--- src/rtl/dvf_consts.vh ---
// Constants for the debug bus access-view filter.
// Assumes a 32-bit debug peripheral bus address with the view bit at the top.
`ifndef DVF_CONSTS_VH
`define DVF_CONSTS_VH
`define DVF_ADDR_W          32
`define DVF_VIEW_BIT        31
`define DVF_NUM_AUTH        4
`define DVF_AUTH_TIED_LOW   2'h0
`define DVF_AUTH_TIED_HIGH  2'h1
`define DVF_AUTH_FUSE       2'h2
`define DVF_AUTH_MODULE     2'h3
`define DVF_AUTH_BASE       32'h0000F000
`define DVF_AUTH_MASK       32'h7FFFF000
`define DVF_CHAL_SEED       32'h1D872B41
`endif

--- src/rtl/dvf_view_filter.v ---
// Access-view filter for the debug peripheral bus.
// Assumes software and debugger requests are single-cycle, same-clock, and
// that the debugger port has priority when both request together.
`timescale 1ns/10ps
`default_nettype none
`include "dvf_consts.vh"
// Functional notes
// - Software accesses get top address bit low.
// - Lower half internal, upper half external view.
// - Debugger low-half accesses handled as internal.
// - Privileged software reaches debug registers unless the debugger requests in the same cycle.
// - Non-secure state never causes the filter to block software.
// - Uncached system rejects unprivileged software accesses.
// - Debug disabled by authentication, registers stay accessible.
// - Auth input tied, fused, or module driven.
// - Auth module reachable while debug disabled.
// - Challenge-response uses random source or key.
module dvf_view_filter
(
  input  wire        clk_in,
  input  wire        arst_n_in,
  input  wire        sw_req_in,
  input  wire        sw_write_in,
  input  wire        sw_priv_in,
  input  wire        sw_nonsecure_in,
  input  wire [31:0] sw_addr_in,
  input  wire [31:0] sw_wdata_in,
  output wire        sw_ready_out,
  output reg         sw_error_out,
  output reg  [31:0] sw_rdata_out,
  input  wire        dap_req_in,
  input  wire        dap_write_in,
  input  wire [31:0] dap_addr_in,
  input  wire [31:0] dap_wdata_in,
  output wire        dap_ready_out,
  output reg  [31:0] dap_rdata_out,
  input  wire [7:0]  auth_mode_in,
  input  wire [3:0]  auth_fuse_in,
  input  wire        cached_system_in,
  input  wire [31:0] device_key_in,
  output reg         bus_sel_out,
  output reg         bus_write_out,
  output reg  [31:0] debug_bus_address_out,
  output reg  [31:0] bus_wdata_out,
  output reg         bus_external_out,
  input  wire [31:0] bus_rdata_in,
  output wire [3:0]  debug_enable_out
);
  // ==========================================================================
  // Input synchronisers for fuse levels
  // ==========================================================================
  // Fuse levels are asynchronous pins, so two flops guard against metastability.
  reg [3:0] fuse_meta_reg;
  reg [3:0] fuse_sync_reg;
  always @(posedge clk_in or negedge arst_n_in)
  begin
    if (!arst_n_in)
    begin
      fuse_meta_reg <= 4'h0;
      fuse_sync_reg <= 4'h0;
    end
    else
    begin
      fuse_meta_reg <= auth_fuse_in;
      fuse_sync_reg <= fuse_meta_reg;
    end
  end

  // ==========================================================================
  // Request arbitration and view selection
  // ==========================================================================
  function is_auth_addr;
    input [31:0] a;
    begin
      is_auth_addr = ((a & `DVF_AUTH_MASK) == `DVF_AUTH_BASE);
    end
  endfunction

  wire        dap_go   = dap_req_in;
  wire        sw_go    = sw_req_in && !dap_req_in;
  // Privilege checked only in uncached systems; security state is never used.
  wire        sw_deny  = !cached_system_in && !sw_priv_in;
  wire [31:0] sw_addr  = {1'b0, sw_addr_in[30:0]};
  reg  [31:0] sel_addr;
  reg         sel_wr;
  reg  [31:0] sel_wd;
  always @*
  begin
    if (dap_go)
    begin
      // The debugger keeps its top bit, so it may choose either view.
      sel_addr = dap_addr_in;
      sel_wr   = dap_write_in;
      sel_wd   = dap_wdata_in;
    end
    else
    begin
      sel_addr = sw_addr;
      sel_wr   = sw_write_in;
      sel_wd   = sw_wdata_in;
    end
  end
  wire        pass     = dap_go || (sw_go && !sw_deny);
  wire        hit_auth = pass && is_auth_addr(sel_addr);
  wire        fwd      = pass && !hit_auth;
  wire [31:0] auth_rdata;
  wire        auth_unlocked;

  // ==========================================================================
  // Ready outputs
  // ==========================================================================
  // The debugger wins a tie; the losing software request is refused, not queued.
  assign sw_ready_out  = !dap_req_in;
  assign dap_ready_out = 1'b1;

  // ==========================================================================
  // Forwarded access
  // ==========================================================================
  always @(posedge clk_in or negedge arst_n_in)
  begin
    if (!arst_n_in)
    begin
      bus_sel_out           <= 1'b0;
      bus_write_out         <= 1'b0;
      debug_bus_address_out <= 32'h00000000;
      bus_wdata_out         <= 32'h00000000;
      bus_external_out      <= 1'b0;
      sw_error_out          <= 1'b0;
    end
    else
    begin
      // Register accesses are never gated by authentication state.
      bus_sel_out  <= fwd;
      sw_error_out <= sw_go && sw_deny;
      // Address and data hold between accesses to save toggling on the far side.
      if (fwd)
      begin
        bus_write_out         <= sel_wr;
        debug_bus_address_out <= sel_addr;
        bus_wdata_out         <= sel_wd;
        bus_external_out      <= sel_addr[`DVF_VIEW_BIT];
      end
    end
  end

  // ==========================================================================
  // Read return path
  // ==========================================================================
  // Read data is steered by who asked one cycle earlier, so reads may run back to back.
  reg rd_dap_reg;
  reg rd_sw_reg;
  reg rd_auth_reg;
  always @(posedge clk_in or negedge arst_n_in)
  begin
    if (!arst_n_in)
    begin
      rd_dap_reg  <= 1'b0;
      rd_sw_reg   <= 1'b0;
      rd_auth_reg <= 1'b0;
    end
    else
    begin
      rd_dap_reg  <= dap_go && !dap_write_in;
      rd_sw_reg   <= sw_go && !sw_deny && !sw_write_in;
      rd_auth_reg <= hit_auth;
    end
  end
  wire [31:0] ret_data = rd_auth_reg ? auth_rdata : bus_rdata_in;
  always @(posedge clk_in or negedge arst_n_in)
  begin
    if (!arst_n_in)
    begin
      sw_rdata_out  <= 32'h00000000;
      dap_rdata_out <= 32'h00000000;
    end
    else
    begin
      if (rd_sw_reg)
        sw_rdata_out <= ret_data;
      if (rd_dap_reg)
        dap_rdata_out <= ret_data;
    end
  end

  // ==========================================================================
  // Authentication unit and enable selection
  // ==========================================================================
  dvf_auth_gate u_auth
  (
    .clk_in        (clk_in),
    .arst_n_in     (arst_n_in),
    .sel_in        (hit_auth),
    .write_in      (sel_wr),
    .word_in       (sel_addr[5:2]),
    .wdata_in      (sel_wd),
    .device_key_in (device_key_in),
    .rdata_out     (auth_rdata),
    .unlocked_out  (auth_unlocked)
  );

  function enable_pick;
    input [1:0] mode;
    input       fuse_bit;
    input       unlocked;
    begin
      case (mode)
        `DVF_AUTH_TIED_LOW:  enable_pick = 1'b0;
        `DVF_AUTH_TIED_HIGH: enable_pick = 1'b1;
        `DVF_AUTH_FUSE:      enable_pick = fuse_bit;
        `DVF_AUTH_MODULE:    enable_pick = unlocked;
        default:             enable_pick = 1'b0;
      endcase
    end
  endfunction

  genvar gi;
  generate
    for (gi = 0; gi < `DVF_NUM_AUTH; gi = gi + 1)
    begin : g_en
      assign debug_enable_out[gi] = enable_pick(auth_mode_in[2*gi+1:2*gi], fuse_sync_reg[gi],
                                                auth_unlocked);
    end
  endgenerate
endmodule // dvf_view_filter
`default_nettype wire

--- src/rtl/dvf_auth_gate.v ---
// Authentication unit: challenge-response gate for the debug enable outputs.
// Assumes it sits on the filtered debug bus and is reachable at all times.
`timescale 1ns/10ps
`default_nettype none
module dvf_auth_gate
(
  input  wire        clk_in,
  input  wire        arst_n_in,
  input  wire        sel_in,
  input  wire        write_in,
  input  wire [3:0]  word_in,
  input  wire [31:0] wdata_in,
  input  wire [31:0] device_key_in,
  output reg  [31:0] rdata_out,
  output wire        unlocked_out
);
  // ==========================================================================
  // Challenge source and response check
  // ==========================================================================
  reg [31:0] lfsr_reg;
  reg [31:0] challenge_reg;
  reg        unlocked_reg;
  wire [31:0] lfsr_next = {lfsr_reg[30:0], lfsr_reg[31] ^ lfsr_reg[21] ^ lfsr_reg[1] ^ lfsr_reg[0]};
  wire [31:0] expected  = challenge_reg ^ device_key_in;
  wire        wr_chal   = sel_in && write_in && (word_in == 4'h0);
  wire        wr_resp   = sel_in && write_in && (word_in == 4'h1);
  wire        wr_lock   = sel_in && write_in && (word_in == 4'h2);
  assign unlocked_out = unlocked_reg;
  always @(posedge clk_in or negedge arst_n_in)
  begin
    if (!arst_n_in)
    begin
      lfsr_reg      <= `DVF_CHAL_SEED;
      challenge_reg <= 32'h00000000;
      unlocked_reg  <= 1'b0;
      rdata_out     <= 32'h00000000;
    end
    else
    begin
      lfsr_reg <= lfsr_next;
      if (wr_chal)
      begin
        // A new challenge always relocks, so a stale response cannot be replayed.
        challenge_reg <= lfsr_reg;
        unlocked_reg  <= 1'b0;
      end
      else if (wr_resp)
        unlocked_reg <= (wdata_in == expected);
      else if (wr_lock)
        unlocked_reg <= 1'b0;
      case (word_in)
        4'h0:    rdata_out <= challenge_reg;
        4'h3:    rdata_out <= {31'h00000000, unlocked_reg};
        default: rdata_out <= 32'h00000000;
      endcase
    end
  end
endmodule // dvf_auth_gate
`default_nettype wire

--- config.mk ---
export PLATFORM = sky130hd
export DESIGN_NAME = dvf_view_filter
export DESIGN_NICKNAME = d
export VERILOG_FILES = /design/src/rtl/dvf_view_filter.v /design/src/rtl/dvf_auth_gate.v
export VERILOG_INCLUDE_DIRS = /design/src /design/src/rtl
export SDC_FILE = /design/constraint.sdc
export NUM_CORES = 1
export LEC_CHECK = 0
export ABC_AREA = 1
export BUFFER_PORTS_ARGS = -buffer_cell sky130_fd_sc_hd__buf_2
export CORE_MARGIN = 2
export CORE_UTILIZATION = 34
export DETAILED_ROUTE_END_ITERATION = 12
export SLEW_MARGIN = 20
export SYNTH_ARGS = -nofsm -noshare
export SYNTH_HDL_FRONTEND = slang
export SYNTH_SLANG_ARGS = --single-unit
export TNS_END_PERCENT = 5
--- constraint.sdc ---
create_clock -name clk_in -period 2.6 [get_ports clk_in]
set_clock_uncertainty 0.2 [all_clocks]
set_input_delay 0 -clock clk_in [delete_from_list [all_inputs] [get_ports clk_in]]
set_output_delay 0 -clock clk_in [all_outputs]
set_load 0.1 [all_outputs]
==> impl_results.md, run 1 <==
* Largest net degree at the start of global routing at 73
* Die Wd at roughly 190 um
* Worst IR Drop VDD at 0.4667 mV
* Failing checks: negative hold slack
* Detailed Route WL at around 36,000 um
* Syn nets at between 1,500 and 2,000
* WHS Path Cells at 12
* Worst path cell trace: inv_2 -> nand2_1 -> nand4_1 -> nand2_1 -> dlygate4sd3_1 -> nor2_1 -> dlygate4sd3_1 -> nand2_1 -> nor2_1 -> nand2_1 -> nor2_1 -> nand2_1 -> nand2_1
* CTS Buffer Depth at 3
* PortBufs at 347
* Crit start category: flop
* Final RePlAce weighted congestion at 0.8553
* Worst skew pair latency at 550 ps
* Dpl cells at between 2,000 and 2,500
* Post-Route Utilization at between 50% and 60%
* Share of cells above drive strength 1 at 22.29%
* Vias at 11,240
* Crit path max-delay family: buffers and inverters
* TritonRoute pass-1 iters at 5
* Top cell by count, worst path: nand2_1
* Arrival time of the worst setup path at ~2800 ps
* Row cnt at 66
* Pwr per Cell Area at slightly above 700 nW/um^2
* CP max stage delay at 550 ps
* CP Data Required Time at 2880 ps
* First-pass GRT wire length at 55,790 um
* Synthesis-to-layout area growth at 48.99%
* Crit Path Class: reg -> reg
* Clk slew on worst S/H paths at 60 ps
* Initial antenna violation count at 4
* Die ar. at 34,460 sq um
* F_max at approximately 400 MHz
* Reg2reg end: u_auth.unlocked_out$_DFFE_PN0P_
* Worst r2r path cells at 13
* CTS tree: built
* Iter 0 DRT Violations at 668
* Setup TNS at 0 ps
* Origin of the critical flop-to-flop path: u_auth.challenge_reg[7]$_DFFE_PN0P_
* Met3 usage in global routing at 3.365%
* Run status: finished with violations
* Seq/Total Area, Yosys at 53.47%
* Worst setup EP type: flop
* Final hold violation count at 1
* Yosys top cell by area: dfrtp_1
* Dominant synthesized flop cell: dfrtp_1
* CTS Sinks at 239
* Synthesized cell area at 11,220 sq um
* Mean Syn Cell Area at 7.773 sq um
* Worst Path Max Fanout at 3
* Ports at 351
* Final cell count without fillers at approximately 2,500
* Setup Viol. Count Final at 0
* Hold WS at -3.984 ps
* GRT overflow at 0
* Reg2reg setup slack at 100 ps
* Worst Hold Class: in -> reg
* Yosys top cell area share at 50.20%
* MaxCap Viol Count at 0
* Vias in the first global route at 11,130
* Ranking of synthesized cells by area: dfrtp_1 50%, nand2_1 22%, o21ai_0 5.8%
* Unrepaired setup endpoints after global routing: true
* GRT Overall Usage at 20.37%
* Leak Pwr at 8.893 nW
* Hold EP: u_auth.unlocked_out$_DFFE_PN0P_
* Relative slew slack at roughly three fifths
* Asr flop ratio synth at 100.0%
* Worst Max-Slew Pin Slew at 621.8 ps
* Synthesized flop and latch total at about 240
* Die Height at roughly 190 um
* Syn Inst Count at 1,443
* Slowest stage cell, crit path: dlygate4sd3_1
* Final slew viol count at 0
* Fin nets at ~2,200
* Yosys warning total at 0
* Most common cell in the netlist: nand2_1
* H-tree depth at 1
* Detailed-route wire length per cell at 14.51 um
* Detail Placement HPWL at roughly 24,000 um
* Met2 GRT Util at 34.13%
* Met1 Track Usage GR at 26.22%
* Core ar. at ~33,000 sq um
* Clk root buf: clkbuf_16
* Starting density of the core at 34.48%
* Hold wc startpoint: device_key_in[25]
* Vias/cell at 4.545
* Routed Antenna Nets at 0
* Post-synth cell types at 30
* EDFF count, synth at 0
* # DRC at 0
* Gr busiest metal: met2
* Tcrit/Tclk final at 96.26%
* CTS buffer count at 28
* Min cycle time layout at 2503 ps
* Commonest cells in the netlist: 665 x nand2_1, 225 x dfrtp_1, 145 x inv_1
* Buf/Inv on CP at 3
==> repair_timing <==
item | in CTS | in global routing
endpoints found under the setup margin | 0 | 5
hold endpoints to repair | 388 | 0
buffers inserted | 0 | 4
hold buffers | 224 | 0
gates resized for setup | 0 | 3
==> per-layer routing <==
layer	part of all wire [%]	vias to the layer above
met1	44	5204
met3	5.4	92
li1	-	5580
met4	3.8	0
met2	47	368
met5	0	-
==> final cells by class <==
type,count,area (sq um)
fillers,3045,15820
flip-flops and latches,239,6000
multi-input cells,989,4333
repair buffers,598,4309
clock buffers,32,715.7
inverters,150,568.0
well taps,442,553.0
clock inverters,20,224.0
diodes,4,10.01
==> through the flow <==
stage	instance area (sq um)	power, mW	setup WS, ps
detailed placement	13490	7.695	381.9
global placement	13490	7.669	415.2
floorplan	11220	6.903	802.0
CTS	16670	12.02	36.05
finish	16710	11.94	97.12
global route	16710	12.42	-47.09
==> tightest hold or removal path, stage by stage <==
cell	delay, ps
buf_2	110
nand2_1	50
nand2_1	50
nand2_1	50
nand2_1	50
nor2_1	50
nand2_1	70
nor2_1	60
nand2_1	80
nor2_1	50
nand2_1	50
nand2_1	40
==> how the worst max path moves through the flow <==
stage                                                    from                                     to  cells after the start
after global placement                             dap_req_in  debug_bus_address_out[10]$_DFFE_PN0P_                     11
after detailed placement                           dap_req_in   debug_bus_address_out[1]$_DFFE_PN0P_                     11
after floorplan                                    dap_req_in        u_auth.unlocked_out$_DFFE_PN0P_                     14
after CTS                                          dap_req_in        u_auth.unlocked_out$_DFFE_PN0P_                     17
after global routing      u_auth.challenge_reg[7]$_DFFE_PN0P_        u_auth.unlocked_out$_DFFE_PN0P_                     14
final                     u_auth.challenge_reg[7]$_DFFE_PN0P_        u_auth.unlocked_out$_DFFE_PN0P_                     13
==> placed cells by master, fill, tap and decap left out, drive strengths merged <==
cell type and n:
conb 1, nand3 13, nor3 5, dfstp 14, mux2i 34, nand4 35, dfrtp 225, xor2 4
a21oi 6, clkinvlp 7, a31o 4, diode 4, xnor2 5, nor2 70, and3 1, bufinv 3
or2 1, nor4 1, nand2 666, buf 374, inv 149, clkbuf 32, o21ai 142, nand3b 1
dlygate4sd3 224, clkinv 11
==> where the power goes <==
| part | switching (mW) | internal (mW) |
|---|---|---|
| sequential | 0.153 | 4.01 |
| clock | 1.67 | 2.31 |
| combinational | 2.97 | 0.838 |
==> cell families (layout without fill, tap and decap cells) <==
logic type	Yosys count	in the layout	synth area share, %
DFF	239	239	53.47
and+or+nand+nor	793	793	27.79
AOI/OAI and AO/OA	152	152	6.916
muxes	34	34	3.034
other	1	5	0.03343
buffers and inverters	215	800	8.053
xor gates and xnor gates	9	9	0.7027
Power figures use the tool's default switching activity.
==> run 2: changes to the inputs <==
- SYNTH_HIERARCHICAL: not set -> 1
==> impl_results.md, run 2 <==
* Initial antenna violation count at 1 (-3)
* CP Data Required Time at 2870 ps (about the same)
* Post-route cell area at 16,200 sq um (-3.1%)
* Row cnt at 65 (-1.5%)
* Die Height at 182.4 um (-1.7%)
* Syn nets at 1,506 (-9.1%)
* CTS Buffer Depth at 3 (unchanged)
* Crit Path Class: in -> reg
* MaxCap Viol Count at 0 (unchanged)
* Clk slew on worst S/H paths at 60 ps (about the same)
* Place WS at 100.0 ps (-281.9 ps)
* CTS Sinks at 239 (unchanged)
* CTS tree: built
* Yosys top cell by area: dfrtp_1
* Min cycle time layout at 2501 ps (-1.808 ps)
* Final slew viol count at 0 (unchanged)
* Synthesis-to-layout area growth at 49.70%
* Setup TNS at 0 ps (unchanged)
* Failing checks: negative hold slack
* Worst Hold Class: in -> reg
* Commonest cells in the netlist: 530 x nand2_1, 225 x dfrtp_1, 95 x nor2_1
* Final cell count without fillers at 2,278 (-7.9%)
* Asr flop ratio synth at 100.0% (unchanged)
* Worst Path Max Fanout at 25 (+22)
* Pwr per Cell Area at 737.5 nW/um^2 (+3.2%)
* Worst setup EP type: flop
* Syn Inst Count at 1,293 (-10%)
* Iter 0 DRT Violations at 441 (-34%)
* Share of cells above drive strength 1 at 25.92% (+3.6 points)
* Detailed Route WL at 35,500 um (-1.1%)
* Largest net degree at the start of global routing at 79 (+8.2%)
* GRT Overall Usage at 21.06% (+0.69 points)
* H-tree depth at 1 (unchanged)
* Worst skew pair latency at 530 ps (-20 ps)
* Worst IR Drop VDD at 0.4221 mV (-9.6%)
* Crit start category: primary input
* Yosys warning total at 6 (+6)
* Mean Syn Cell Area at 8.369 sq um (+7.7%)
* Final hold violation count at 2 (+1)
* First-pass GRT wire length at 55,530 um (-0.47%)
* PortBufs at 347 (unchanged)
* Tcrit/Tclk final at 96.19% (about the same)
* Clk root buf: clkbuf_16
* Synthesized flop and latch total at 239 (unchanged)
* Vias at 10,530 (-6.3%)
* Leak Pwr at 8.826 nW (-0.75%)
* Fin nets at 2,068 (-6.8%)
* Die Wd at 182.4 um (-1.7%)
* Post-DP Area at 13,000 sq um (-3.6%)
* Most frequent cells in the layout: 527 x nand2_1, 346 x buf_2, 224 x dfrtp_1
* Worst Max-Slew Pin Slew at 651.9 ps (+30.07 ps)
* EDFF count, synth at 0 (unchanged)
* Seq/Total Area, Yosys at 55.43% (+2.0 points)
* # DRC at 0 (unchanged)
* Dominant synthesized flop cell: dfrtp_1
* Setup Viol. Count Final at 0 (unchanged)
* Ranking of synthesized cells by area: dfrtp_1 52%, nand2_1 18%, nand3_1 4.3%
* Vias/cell at 4.623 (+1.7%)
* Core ar. at 31,470 sq um (-3.3%)
* Hold WS at -90.64 ps (-86.66 ps)
* Routed Antenna Nets at 0 (unchanged)
* Post-CTS Setup Repair Bufs at 0 (unchanged)
* Most common cell in the netlist: nand2_1
* Arrival time of the worst setup path at 2770 ps (about the same)
* Ports at 351 (unchanged)
* Total power at 11.95 mW (about the same)
* CTS buffer count at 27 (-3.6%)
* Final RePlAce weighted congestion at 0.8721 (+2.0%)
* Commonest non-fill, non-tap cell in the layout: nand2_1
* F_max at 399.8 MHz (about the same)
* Run status: finished with violations
* GRT overflow at 0 (unchanged)
* Detailed-route wire length per cell at 15.59 um (+7.4%)
* Post-Route Utilization at 51.47% (+0.11 points)
* Synthesized cell area at 10,820 sq um (-3.5%)
* Relative slew slack at 56.54% (-2.0 points)
* Unrepaired setup endpoints after global routing: true
* Vias in the first global route at 10,510 (-5.6%)
* Die ar. at 33,270 sq um (-3.4%)
* Setup WS post-layout at 98.93 ps (+1.808 ps)
* Dpl cells at 2,005 (-8.4%)
* Yosys top cell area share at 52.03% (+1.8 points)
* Detail Placement HPWL at 24,160 um (+1.4%)
* Post-synth cell types at 30 (unchanged)
* TritonRoute pass-1 iters at 4 (-1)
* Starting density of the core at 34.38% (-0.093 points)
-- run 2: cell types whose count changed in the layout (fill, tap and decap cells not counted), sizes merged, moves of 5 or more --
cell and change:
o21ai -76, xnor2 +8, inv -50, clkinvlp -5
nand4 -34, nand2 -135, nor2 +27, a21oi +33
nand3 +79
-- run 2: power by group --
part / internal (mW) / switching [mW] / total, mW
Combinational: 0.836 / 2.99 / 3.83
Clock: 2.36 / 1.56 / 3.92
Sequential: 4.04 / 0.168 / 4.21
Total: 7.23 / 4.72 / 11.9
-- run 2: final timing paths --
kind | slack, ps | end | startpoint | cells past startpoint
worst min-delay path | -90 | bus_wdata_out[15]$_DFFE_PN0P_ | dap_wdata_in[15] | 6
worst max register to register | 390 | u_auth/unlocked_out$_DFFE_PN0P_ | u_auth/challenge_reg[25]$_DFFE_PN0P_ | 11
worst min register to register | 150 | fuse_sync_reg[1]$_DFF_PN0_ | fuse_meta_reg[1]$_DFF_PN0_ | 0
worst max-delay path | 100 | debug_bus_address_out[24]$_DFFE_PN0P_ | cached_system_in | 11
min in group asynchronous | 340 | debug_bus_address_out[30]$_DFFE_PN0P_ | arst_n_in | 3
max in group asynchronous | 1030 | u_auth/lfsr_reg[26]$_DFF_PN1_ | arst_n_in | 4
-- run 2: logic make-up (layout without fill, tap and decap cells) --
kind of cell	count (synthesis)	after routing	synth area share, %
AOI/OAI and AO/OA	111	111	6.417
buffers and inverters	160	742	6.637
and+or+nand+nor	729	729	26.82
other	1	2	0.03465
DFF	239	239	55.43
muxes	32	32	2.960
xor gates and xnor gates	21	21	1.700
-- run 2: what timing repair did --
item                                    CTS  global route
endpoints found under the hold margin   369             1
endpoints found under the setup margin    0            68
hold buffers                            224             1
gates resized for setup                   0            14
-- run 2: per-layer routing --
metal	part of all wire, %	global-route usage [%]	vias to the layer above
met2	48	35.56	354
li1	-	-	5141
met3	5.7	3.772	64
met1	44	27.46	4973
met5	0	0	-
met4	2.9	6.871	0
-- run 2: critical path, cell delays in order --
cell	delay [ps]
dlygate4sd3_1	530
buf_2	100
nor2_1	30
dlygate4sd3_1	560
inv_1	80
nand3_1	160
nand2_2	270
buf_6	280
nand3_1	100
dlygate4sd3_1	570
nand2_1	70
-- run 2: layout make-up --
cell class	count	area, sq um
antenna	1	2.502
clock buffer	36	759.5
clock inverter	13	160.2
fill	2860	15270
inverter	98	367.9
multi-input combinational	894	4146
sequential	239	6000
tap	402	503.0
timing repair buffer	595	4262
==> run 3: changes to the inputs <==
- RECOVER_POWER: not set -> 50
==> impl_results.md, run 3 (synthesized netlist as in run 2, its figures left out) <==
* Run status: finished with violations
* Failing checks: negative hold slack
* Share of cells above drive strength 1 at 18.40% (-7.5 points)
* Row cnt at 65 (unchanged)
* Final hold violation count at 2 (unchanged)
* Total power at 11.88 mW (-0.53%)
* Worst Path Max Fanout at 25 (unchanged)
* Routed Antenna Nets at 0 (unchanged)
* Commonest non-fill, non-tap cell in the layout: nand2_1
* Hold wc startpoint: dap_wdata_in[15]
* First-pass GRT wire length at 55,530 um (unchanged)
* Final slew viol count at 0 (unchanged)
* Core ar. at 31,470 sq um (unchanged)
* Die Wd at 182.4 um (unchanged)
* Worst setup EP type: flop
* Worst IR Drop VDD at 0.4218 mV (about the same)
* H-tree depth at 1 (unchanged)
* Min cycle time layout at 2496 ps (-5.001 ps)
* Arrival time of the worst setup path at 2770 ps (about the same)
* Synthesis-to-layout area growth at 47.99%
* Setup Viol. Count Final at 0 (unchanged)
* Largest net degree at the start of global routing at 79 (unchanged)
* Ports at 351 (unchanged)
* MaxCap Viol Count at 0 (unchanged)
* Worst r2r path cells at 11 (unchanged)
* Hold WS at -82.49 ps (+8.152 ps)
* Worst skew pair latency at 530 ps (about the same)
* WHS Path Cells at 6 (unchanged)
* CP Data Required Time at 2870 ps (about the same)
* Worst Hold Class: in -> reg
* Relative slew slack at 11.31% (-45 points)
* CTS tree: built
* GRT Overall Usage at 21.06% (unchanged)
* Vias/cell at 4.617 (-0.14%)
* Origin of the critical flop-to-flop path: u_auth/challenge_reg[25]$_DFFE_PN0P_
* Pwr per Cell Area at 742.1 nW/um^2 (+0.62%)
* PortBufs at 347 (unchanged)
* Fin nets at 2,068 (unchanged)
* Leak Pwr at 8.401 nW (-4.8%)
* TritonRoute pass-1 iters at 4 (unchanged)
* Crit Path Class: in -> reg
* Post-CTS Setup Repair Bufs at 0 (unchanged)
* Clk slew on worst S/H paths at 60 ps (about the same)
* CTS buffer count at 27 (unchanged)
* Final RePlAce weighted congestion at 0.8721 (unchanged)
* Number of fill cells at 2,922 (+2.2%)
* Initial antenna violation count at 1 (unchanged)
* Starting density of the core at 34.38% (unchanged)
* Most frequent cells in the layout: 527 x nand2_1, 224 x dfrtp_1, 223 x dlygate4sd3_1
* CTS Sinks at 239 (unchanged)
* # DRC at 0 (unchanged)
* Vias at 10,520 (-0.14%)
* GRT overflow at 0 (unchanged)
* Die Height at 182.4 um (unchanged)
* Reg2reg setup slack at 410 ps (+20 ps)
* Detail Placement HPWL at 24,160 um (unchanged)
* Final cell count without fillers at 2,278 (unchanged)
* Detailed-route wire length per cell at 15.59 um (about the same)
* F_max at 400.6 MHz (+0.20%)
* CTS Buffer Depth at 3 (unchanged)
* Unrepaired setup endpoints after global routing: true
* Worst Max-Slew Pin Slew at 1336 ps (+684.2 ps)
* Iter 0 DRT Violations at 503 (+14%)
* Vias in the first global route at 10,510 (unchanged)
* Clk root buf: clkbuf_16
* Reg2reg end: u_auth/unlocked_out$_DFFE_PN0P_
* Dpl cells at 2,005 (unchanged)
* Crit start category: primary input
* Detailed Route WL at 35,520 um (about the same)
* Hold EP: bus_wdata_out[15]$_DFFE_PN0P_
* Die ar. at 33,270 sq um (unchanged)
* Tcrit/Tclk final at 96.00% (-0.19 points)
run 3: cell count changes in the layout (fill, tap and decap cells not counted), moves of 8 or more:
cell / change
dfstp_1: +8
buf_2: -133
dfstp_2: -8
clkbuf_1: +133
run 3: critical path, cell delays in order:
cell           delay [ps]
dlygate4sd3_1         530
buf_2                 100
nor2_1                 30
dlygate4sd3_1         560
inv_1                  80
nand3_1               160
nand2_2               280
buf_6                 280
nand3_1               100
dlygate4sd3_1         570
nand2_1                70
run 3: final cells by class:
cell class	count	area [sq um]	share of cell area, %
Multi-Input combinational cell	894	4146	25.89
Sequential cell	239	6000	37.46
Clock inverter	13	160.2	1.000
Tap cell	402	503.0	3.141
Inverter	98	367.9	2.297
Antenna cell	1	2.502	0.01562
Timing Repair Buffer	595	4076	25.45
Clock buffer	36	759.5	4.742
run 3: worst max-delay path by stage:
stage	start	end	slack, ps
after floorplan	dap_req_in	u_auth/challenge_reg[21]$_DFFE_PN0P_	90
after global placement	dap_req_in	u_auth/unlocked_out$_DFFE_PN0P_	170
after detailed placement	dap_req_in	u_auth/unlocked_out$_DFFE_PN0P_	100
after CTS	sw_addr_in[28]	debug_bus_address_out[25]$_DFFE_PN0P_	60
after global routing	sw_addr_in[21]	u_auth/unlocked_out$_DFFE_PN0P_	-10
final	cached_system_in	debug_bus_address_out[24]$_DFFE_PN0P_	100
run 3: repair_timing:
item	in CTS	in global routing
endpoints found under the setup margin	0	68
hold buffers	224	1
hold endpoints to repair	369	1
gates resized for setup	0	14
run 3: metrics by stage:
step           setup TNS, ps  cell area (sq um)  util [%]  setup WS, ps  hold slack, ps
4_1_cts                    0              16160     51.33         63.59           4.772
2_1_floorplan              0              10820         -         90.59          -495.6
6_report                   0              16020     50.88         103.9          -82.49
5_1_grt               -11.57              16010     50.88        -11.57           17.38
3_3_place_gp               0              13000     41.29         167.0          -177.7
3_5_place_dp               0              13000     41.29         100.0          -173.8
run 3: layer usage:
| metal | vias to the layer above | wire length (um) | GRT usage [%] |
|---|---|---|---|
| met5 | - | 0 | 0 |
| met4 | 0 | 1020 | 6.871 |
| met3 | 62 | 2094 | 3.772 |
| met2 | 360 | 16860 | 35.56 |
| met1 | 4954 | 15540 | 27.46 |
| li1 | 5141 | - | - |
run 3: where the power goes:
part           total, mW  internal [mW]  leakage, nW  switching, mW
clock               3.93           2.36        0.449           1.57
combinational       3.74          0.749         5.09           2.99
sequential          4.21           4.04         2.87          0.177
